### src/rtl/gmi_cfg.svh
// constants for the input monitor and interrupt controller
`ifndef GMI_CFG_SVH
`define GMI_CFG_SVH

// ------------------------------------------------------------
// register offsets
// ------------------------------------------------------------
`define GMI_OFS_MONITOR 8'h2F
`define GMI_OFS_CONFIG 8'h32
`define GMI_OFS_MASK 8'h33
`define GMI_OFS_LATCH 8'h36

// ------------------------------------------------------------
// reset values and field positions
// ------------------------------------------------------------
`define GMI_RST_MONITOR 8'h00
`define GMI_RST_CONFIG 8'h00
`define GMI_RST_MASK 8'hFF
`define GMI_RST_LATCH 8'h00
`define GMI_CFG_WMASK 8'hE4
`define GMI_POL_BIT 7
`define GMI_MODE_HI 6
`define GMI_MODE_LO 5
`define GMI_SEL_BIT 2
`define GMI_SRC_CLKERR 7
`define GMI_SRC_PLL 6
`define GMI_MON_PIN_ONE 7
`define GMI_MON_PIN_FOUR 4
`define GMI_FUNC_INPUT 3'h1

// ------------------------------------------------------------
// timing
// ------------------------------------------------------------
`define GMI_PULSE_NS 2000000
`define GMI_CLK_NS 50

`endif

### src/rtl/gmi_pkg.sv
// types for the input monitor and interrupt controller
package gmi_pkg;

  typedef enum logic [1:0]
  {
    GMI_MODE_LEVEL = 2'h0,
    GMI_MODE_RSVD = 2'h1,
    GMI_MODE_PERIODIC = 2'h2,
    GMI_MODE_ONESHOT = 2'h3
  } gmi_mode_t;

  typedef enum logic [1:0]
  {
    GMI_ST_IDLE = 2'h0,
    GMI_ST_ON = 2'h1,
    GMI_ST_OFF = 2'h3
  } gmi_state_t;

endpackage

### src/rtl/gmi_pulse_gen.sv
// interrupt request shaper: level, periodic and one-shot modes
`timescale 1ns/100ps
`include "gmi_cfg.svh"

module gmi_pulse_gen #(
  parameter int unsigned PULSE_CYCLES = `GMI_PULSE_NS / `GMI_CLK_NS
)(
  input wire logic clk,
  input wire logic rst_n,
  input wire gmi_pkg::gmi_mode_t mode,
  input wire logic pending,
  input wire logic fresh_evt,
  output logic req
);
  import gmi_pkg::*;

  localparam int unsigned CW = $clog2(PULSE_CYCLES + 1);

  gmi_state_t state_q;
  logic [CW-1:0] cnt_q;
  logic last;
  logic retrig;

  assign last = (cnt_q == CW'(PULSE_CYCLES - 1));
  assign retrig = (mode == GMI_MODE_ONESHOT) && fresh_evt;

  // ------------------------------------------------------------
  // phase state
  // ------------------------------------------------------------
  always_ff @(posedge clk or negedge rst_n)
  begin
    if (!rst_n)
      state_q <= GMI_ST_IDLE;
    else
    begin
      unique case (state_q)
        GMI_ST_IDLE:
        begin
          if ((mode == GMI_MODE_PERIODIC && pending) || retrig)
            state_q <= GMI_ST_ON;
        end
        GMI_ST_ON:
        begin
          if (mode == GMI_MODE_PERIODIC)
          begin
            if (!pending)
              state_q <= GMI_ST_IDLE;
            else if (last)
              state_q <= GMI_ST_OFF;
          end
          else if (mode == GMI_MODE_ONESHOT)
          begin
            if (last && !retrig)
              state_q <= GMI_ST_IDLE;
          end
          else
            state_q <= GMI_ST_IDLE;
        end
        GMI_ST_OFF:
        begin
          if (mode != GMI_MODE_PERIODIC || !pending)
            state_q <= GMI_ST_IDLE;
          else if (last)
            state_q <= GMI_ST_ON;
        end
        default:
          state_q <= GMI_ST_IDLE;
      endcase
    end
  end

  // ------------------------------------------------------------
  // phase timer
  // ------------------------------------------------------------
  // a new event in one-shot mode restarts the pulse rather than queueing
  always_ff @(posedge clk or negedge rst_n)
  begin
    if (!rst_n)
      cnt_q <= '0;
    else if (state_q == GMI_ST_IDLE || last || retrig)
      cnt_q <= '0;
    else
      cnt_q <= cnt_q + CW'(1);
  end

  // reserved mode never starts a pulse; an on phase it interrupts ends after one cycle
  assign req = (mode == GMI_MODE_LEVEL) ? pending : (state_q == GMI_ST_ON);

endmodule

### src/rtl/gmi_top.sv
// general input monitor and interrupt latch, mask and output logic
`timescale 1ns/100ps
`include "gmi_cfg.svh"

module gmi_top #(
  parameter int unsigned PULSE_CYCLES = `GMI_PULSE_NS / `GMI_CLK_NS
)(
  input wire logic REF_CLK,
  input wire logic RSTN,
  input wire logic GENERAL_INPUT_ONE,
  input wire logic GENERAL_INPUT_TWO,
  input wire logic GENERAL_INPUT_THREE,
  input wire logic GENERAL_INPUT_FOUR,
  input wire logic [2:0] PIN_ONE_FUNCTION,
  input wire logic [2:0] PIN_TWO_FUNCTION,
  input wire logic [2:0] PIN_THREE_FUNCTION,
  input wire logic [2:0] PIN_FOUR_FUNCTION,
  input wire logic CLK_ERR_EVENT,
  input wire logic PLL_LOCK_EVENT,
  input wire logic [7:0] REG_ADDR,
  input wire logic [7:0] REG_WDATA,
  input wire logic REG_WRITE,
  input wire logic REG_READ,
  output logic [7:0] REG_RDATA,
  output logic IRQ_PIN
);
  import gmi_pkg::*;

  function automatic logic is_input(input logic [2:0] func);
    is_input = (func == `GMI_FUNC_INPUT);
  endfunction

  logic rst_meta_n_q;
  logic rst_n_q;
  logic [7:0] monitor_q;
  logic [7:0] config_q;
  logic [7:0] mask_q;
  logic [7:0] latch_q;
  logic [7:0] rdata_q;
  logic irq_q;
  logic [7:0] events;
  logic [7:0] latch_view;
  logic latch_rd;
  logic pending;
  logic fresh_evt;
  logic req;
  gmi_mode_t mode;

  // ------------------------------------------------------------
  // reset release
  // ------------------------------------------------------------
  always_ff @(posedge REF_CLK or negedge RSTN)
  begin
    if (!RSTN)
    begin
      rst_meta_n_q <= 1'b0;
      rst_n_q <= 1'b0;
    end
    else
    begin
      rst_meta_n_q <= 1'b1;
      rst_n_q <= rst_meta_n_q;
    end
  end

  // ------------------------------------------------------------
  // input monitor
  // ------------------------------------------------------------
  // pins in another function read as zero so stale levels never show
  always_ff @(posedge REF_CLK or negedge rst_n_q)
  begin
    if (!rst_n_q)
      monitor_q <= `GMI_RST_MONITOR;
    else
      monitor_q <= {GENERAL_INPUT_ONE & is_input(PIN_ONE_FUNCTION),
                    GENERAL_INPUT_TWO & is_input(PIN_TWO_FUNCTION),
                    GENERAL_INPUT_THREE & is_input(PIN_THREE_FUNCTION),
                    GENERAL_INPUT_FOUR & is_input(PIN_FOUR_FUNCTION),
                    4'h0};
  end

  // ------------------------------------------------------------
  // configuration and mask
  // ------------------------------------------------------------
  always_ff @(posedge REF_CLK or negedge rst_n_q)
  begin
    if (!rst_n_q)
      config_q <= `GMI_RST_CONFIG;
    else if (REG_WRITE && REG_ADDR == `GMI_OFS_CONFIG)
      config_q <= REG_WDATA & `GMI_CFG_WMASK;
  end

  always_ff @(posedge REF_CLK or negedge rst_n_q)
  begin
    if (!rst_n_q)
      mask_q <= `GMI_RST_MASK;
    else if (REG_WRITE && REG_ADDR == `GMI_OFS_MASK)
      mask_q <= REG_WDATA;
  end

  assign mode = gmi_mode_t'(config_q[`GMI_MODE_HI:`GMI_MODE_LO]);

  // ------------------------------------------------------------
  // event latch
  // ------------------------------------------------------------
  assign events = {CLK_ERR_EVENT, PLL_LOCK_EVENT, 6'h00};
  assign latch_view = config_q[`GMI_SEL_BIT] ? (latch_q & ~mask_q) : latch_q;
  assign latch_rd = REG_READ && (REG_ADDR == `GMI_OFS_LATCH);

  // only the bits the host was shown are cleared; a same-cycle event survives
  always_ff @(posedge REF_CLK or negedge rst_n_q)
  begin
    if (!rst_n_q)
      latch_q <= `GMI_RST_LATCH;
    else
      latch_q <= (latch_rd ? (latch_q & ~latch_view) : latch_q) | events;
  end

  assign pending = |(latch_q & ~mask_q);
  assign fresh_evt = |(events & ~mask_q);

  // ------------------------------------------------------------
  // register read
  // ------------------------------------------------------------
  always_ff @(posedge REF_CLK or negedge rst_n_q)
  begin
    if (!rst_n_q)
      rdata_q <= 8'h00;
    else if (REG_READ)
    begin
      unique case (REG_ADDR)
        `GMI_OFS_MONITOR: rdata_q <= monitor_q;
        `GMI_OFS_CONFIG: rdata_q <= config_q;
        `GMI_OFS_MASK: rdata_q <= mask_q;
        `GMI_OFS_LATCH: rdata_q <= latch_view;
        default: rdata_q <= 8'h00;
      endcase
    end
  end

  assign REG_RDATA = rdata_q;

  // ------------------------------------------------------------
  // interrupt output
  // ------------------------------------------------------------
  gmi_pulse_gen #(
    .PULSE_CYCLES(PULSE_CYCLES)
  ) gmi_pulse_gen_i (
    .clk(REF_CLK),
    .rst_n(rst_n_q),
    .mode(mode),
    .pending(pending),
    .fresh_evt(fresh_evt),
    .req(req)
  );

  // reset value is the idle level for the reset polarity (active low)
  always_ff @(posedge REF_CLK or negedge rst_n_q)
  begin
    if (!rst_n_q)
      irq_q <= 1'b1;
    else
      irq_q <= req ~^ config_q[`GMI_POL_BIT];
  end

  assign IRQ_PIN = irq_q;

  logic irq_active;
  logic seen_q;
  logic [31:0] run_q;

  assign irq_active = (irq_q == config_q[`GMI_POL_BIT]);

  always_ff @(posedge REF_CLK or negedge rst_n_q)
  begin
    if (!rst_n_q)
      seen_q <= 1'b0;
    else
      seen_q <= 1'b1;
  end

  always_ff @(posedge REF_CLK or negedge rst_n_q)
  begin
    if (!rst_n_q)
      run_q <= 32'h0;
    else if (irq_active && mode == GMI_MODE_PERIODIC)
      run_q <= run_q + 32'h1;
    else
      run_q <= 32'h0;
  end
endmodule

### config.mk
export PLATFORM = sky130hd
export DESIGN_NAME = gmi_top
export DESIGN_NICKNAME = d
export VERILOG_FILES = /design/src/rtl/gmi_pkg.sv /design/src/rtl/gmi_pulse_gen.sv /design/src/rtl/gmi_top.sv
export VERILOG_INCLUDE_DIRS = /design/src /design/src/rtl
export SDC_FILE = /design/constraint.sdc
export NUM_CORES = 1
export LEC_CHECK = 0
export BUFFER_PORTS_ARGS = -buffer_cell sky130_fd_sc_hd__buf_2
export CORE_MARGIN = 2
export CORE_UTILIZATION = 38
export DETAILED_ROUTE_END_ITERATION = 7
export GPL_TIMING_DRIVEN = 0
export RECOVER_POWER = 100
export SYNTH_ARGS = -nofsm -noshare
export SYNTH_HDL_FRONTEND = slang
export SYNTH_SLANG_ARGS = --single-unit
### constraint.sdc
create_clock -name REF_CLK -period 1.6 [get_ports REF_CLK]
set_input_delay 0 -clock REF_CLK [delete_from_list [all_inputs] [get_ports REF_CLK]]
set_output_delay 0 -clock REF_CLK [all_outputs]
set_load 0.01 [all_outputs]
==> results by group <==
Run status
  – Outcome: finished with violations
  – Failing checks: negative hold slack, negative setup slack

Die
  – Core ar.: 6350 µm²
  – Die area: approximately 7200 µm²
  – Die width: roughly 85 µm
  – Die H: approximately 85 µm
  – I/O pins: 47
  – Initial Util: 0.393
  – Cell Rows: 29

Setup path
  – R2R Path Start: gmi_pulse_gen_i.cnt_q[13]
  – Cell Chain, Critical Path: or4b_4, nor3_4, nand2_2, buf_4, nand2_4, clkbuf_16, nor2_1
  – Crit Path Class: reg -> reg
  – CP Capture Point: gmi_pulse_gen_i.cnt_q[7]
  – CP startpoint: gmi_pulse_gen_i.cnt_q[13]
  – R2R cell count: 7
  – CP peak stage delay: roughly 0.55 ns
  – Critical Path Sink Type: flop
  – Reg2reg end: gmi_pulse_gen_i.cnt_q[7]
  – Critical path data required time: 1.81 ns
  – Critical path's slowest cell: or4b_4
  – Critical Path Source Type: flop
  – Crit path DAT: just under 2 ns
  – Worst R2R Setup Slack: -0.13 ns
  – Crit-path max FO: 5

Route
  – DR DRC count: 0
  – Routed wire length: ~5600 µm
  – Via count: around 2000
  – DRT Pass-1 Iters: 4
  – Detailed-route wire length per cell: between 10 and 15 µm
  – Remaining antenna violation count: 0
  – Via density: 4.99
  – DR iter-0 viols: about 130

Synth
  – Cell area after synthesis: between 2000 and 2500 µm²
  – Syn avg cell area: 10.2 µm²
  – Cell count after synthesis: between 200 and 250
  – Post-synth cell types: 44
  – Async SR Flop Fraction: 1.00
  – Register area share after synthesis: 0.536
  – Yosys reg bits: between 50 and 60
  – Syn_nets: ~280
  – Yosys Warn Count: 0
  – Main synth FF type: dfrtp_1
  – Post-synth EDFFs: 0

CTS
  – TritonCTS sink count: between 50 and 60
  – H-tree level count: 2
  – Worst skew pair latency: around 0.32 ns
  – Worst-case clock buffer depth: 2
  – Root Buffer: clkbuf_8
  – Clock transition time at the flip-flop clock pins of the worst setup and hold paths: about 0.10 ns
  – Total CTS buffers: 5
  – CTS tree: done

Min path
  – Min-Delay Path Class: in -> reg

GRT
  – Pin count of the biggest net entering global routing: 33
  – Vias in the first global route: a little under 2000
  – Initial antenna violation count: 0
  – Gr ovfl total: 0
  – Global-route wire length before repair: 9340 µm
  – Gr usage total: 0.163

Place
  – PortBufs: 45
  – Dpl cell area: 2840 µm²
  – Final Wtd Congestion: 0.799
  – Hpwl dp: around 3900 µm

STA
  – Setup Skew: 0.00910 ns
  – Worst hold slack: -0.00250 ns
  – Final min period: between 1.5 and 2 ns
  – Final setup fails: 17
  – Setup WS post-layout: -0.126 ns
  – Unrepaired setup endpoints after global routing: yes
  – Slew HR: 0.478
  – Fin crit share: 1.08
  – Fin. Hold Viols: 3
  – Max frequency: 579 MHz
  – Final max-slew violation count: 0
  – Tightest Pin Transition: just under 0.8 ns

Finish
  – Final net count: about 360
  – Area Overhead vs Synth: 29.8%
  – Commonest non-fill, non-tap cells in the layout: dfrtp_1, buf_2, nor2_1, nand2_1, dlygate4sd3_1
  – Leading cell type in the layout, fill and taps excluded: dfrtp_1
  – Layout cell share with drive strength beyond 1: 0.255
  – Final instance area: roughly 3200 µm²
  – # diodes: 0

Power
  – Sw Pwr: 0.627 mW
  – Clock network power share: 0.322
  – Power Dens Cells: approximately 760 nW/µm²
  – Switching share of total power: 0.256
  – Comb pwr share: 0.096
  – Peak supply drop: around 0.44 mV
  – Internal power: ~1.8 mW
  – Leak: between 1 and 1.5 nW
  – Seq pwr share: 0.581

Flow run
  – Max Cap Viol: 0
## power by group through the flow
stage          combinational [mW]  clock [mW]  sequential [mW]
5_1_grt                     0.265       0.853             1.43
3_3_place_gp                0.171           0             1.47
6_report                    0.236       0.791             1.43
3_5_place_dp                0.194           0             1.45
2_1_floorplan              0.0959           0             1.45
4_1_cts                     0.236       0.807             1.43
## cell families after synthesis
| family | count (synthesis) | share of synthesized area |
|---|---|---|
| AO/OA/AOI/OAI | 43 | 0.112 |
| XOR/XNOR | 15 | 0.0526 |
| adder cells (fa/ha/maj) | 1 | 0.00501 |
| buffers and inverters | 23 | 0.0356 |
| flip-flops | 53 | 0.536 |
| multiplexers | 12 | 0.0541 |
| other | 1 | 0.00150 |
| AND/OR/NAND/NOR | 96 | 0.204 |
## sequential cells by signal, summed over array words and instances (netlist names)
name and flops:
rst_meta_n_q 1, IRQ_PIN 1, config_q 4, gmi_pulse_gen_i.cnt_q 16, latch_q 8, monitor_q 4, REG_RDATA 8, gmi_pulse_gen_i.state_q 2
rst_n_q 1, mask_q 8
## cell type report
type	instances	area (µm²)
sequential	53	1340
clock buffer	5	68.8
timing repair buffer	74	503
multi-input combinational	168	1110
fill	597	3110
inverter	18	67.6
clock inverter	3	21.3
buffer	5	31.3
tap	77	96.3
## per-layer routing
layer / GRT usage / routed length, µm / vias to the layer above
met5: 0 / 0 / -
met4: 0.0534 / 61 / 0
met3: 0.0311 / 163 / 4
met2: 0.249 / 2630 / 31
met1: 0.233 / 2730 / 957
li1: - / - / 1017
## how the worst min path moves through the flow
stage	slack, ns	depth (start not counted)	endpoint	startpoint
detailed placement	-0.21	1	rst_meta_n_q	RSTN
floorplan	-0.30	0	rst_meta_n_q	RSTN
finish	-0.002	2	REG_RDATA[4]	REG_READ
CTS	0.001	2	REG_RDATA[4]	REG_READ
global placement	-0.21	1	rst_meta_n_q	RSTN
global route	0.02	2	REG_RDATA[4]	REG_READ
## critical path: cells and delay by family (launching register included)
kind | cells | cell delay, ns
DFF | 1 | 0.40
and+or+nand+nor | 5 | 0.93
buffers and inverters | 2 | 0.30
## repair_timing
action                                  CTS  global route
resized for setup                         7             6
hold buffers                             21             0
setup buffers                             5             1
hold endpoints to repair                 21             0
pin swaps                                 1             0
cloned                                    0             1
endpoints found under the setup margin   18            19
## cells in the mapped netlist (2+ instances only)
cell type / instances / area share
dfrtp_1: 44 / 0.44
nand2_1: 26 / 0.039
nor2_1: 26 / 0.039
inv_1: 18 / 0.027
mux2_2: 12 / 0.054
o22ai_1: 11 / 0.028
a21oi_1: 10 / 0.020
xnor2_1: 10 / 0.035
dfstp_2: 9 / 0.095
nand3_1: 7 / 0.014
nor2b_1: 6 / 0.015
o21ai_0: 5 / 0.010
xor2_1: 5 / 0.018
a22oi_1: 4 / 0.012
a32oi_1: 4 / 0.014
nor3_1: 4 / 0.0080
nor4bb_1: 4 / 0.016
a31oi_1: 3 / 0.0075
clkbuf_1: 3 / 0.0045
a21o_1: 2 / 0.0060
and4_1: 2 / 0.0070
buf_2: 2 / 0.0040
nand2b_1: 2 / 0.0050
nand3b_1: 2 / 0.0060
nand4_1: 2 / 0.0050
nor3b_1: 2 / 0.0060
nor4_1: 2 / 0.0050
## metrics by stage
step / util / TNS, ns / setup slack [ns] / instances / power, mW
final: 0.510 / -1.58 / -0.126 / 403 / 2.45
after global routing: 0.510 / -2.67 / -0.177 / 403 / 2.55
after CTS: 0.505 / -1.11 / -0.0863 / 401 / 2.47
after detailed placement: 0.447 / -4.39 / -0.335 / 367 / 1.65
after global placement: 0.444 / -31.23 / -0.612 / 366 / 1.64
after floorplan: - / -0.0348 / -0.0348 / 244 / 1.55
No activity file was read; power rests on OpenSTA's default activity.
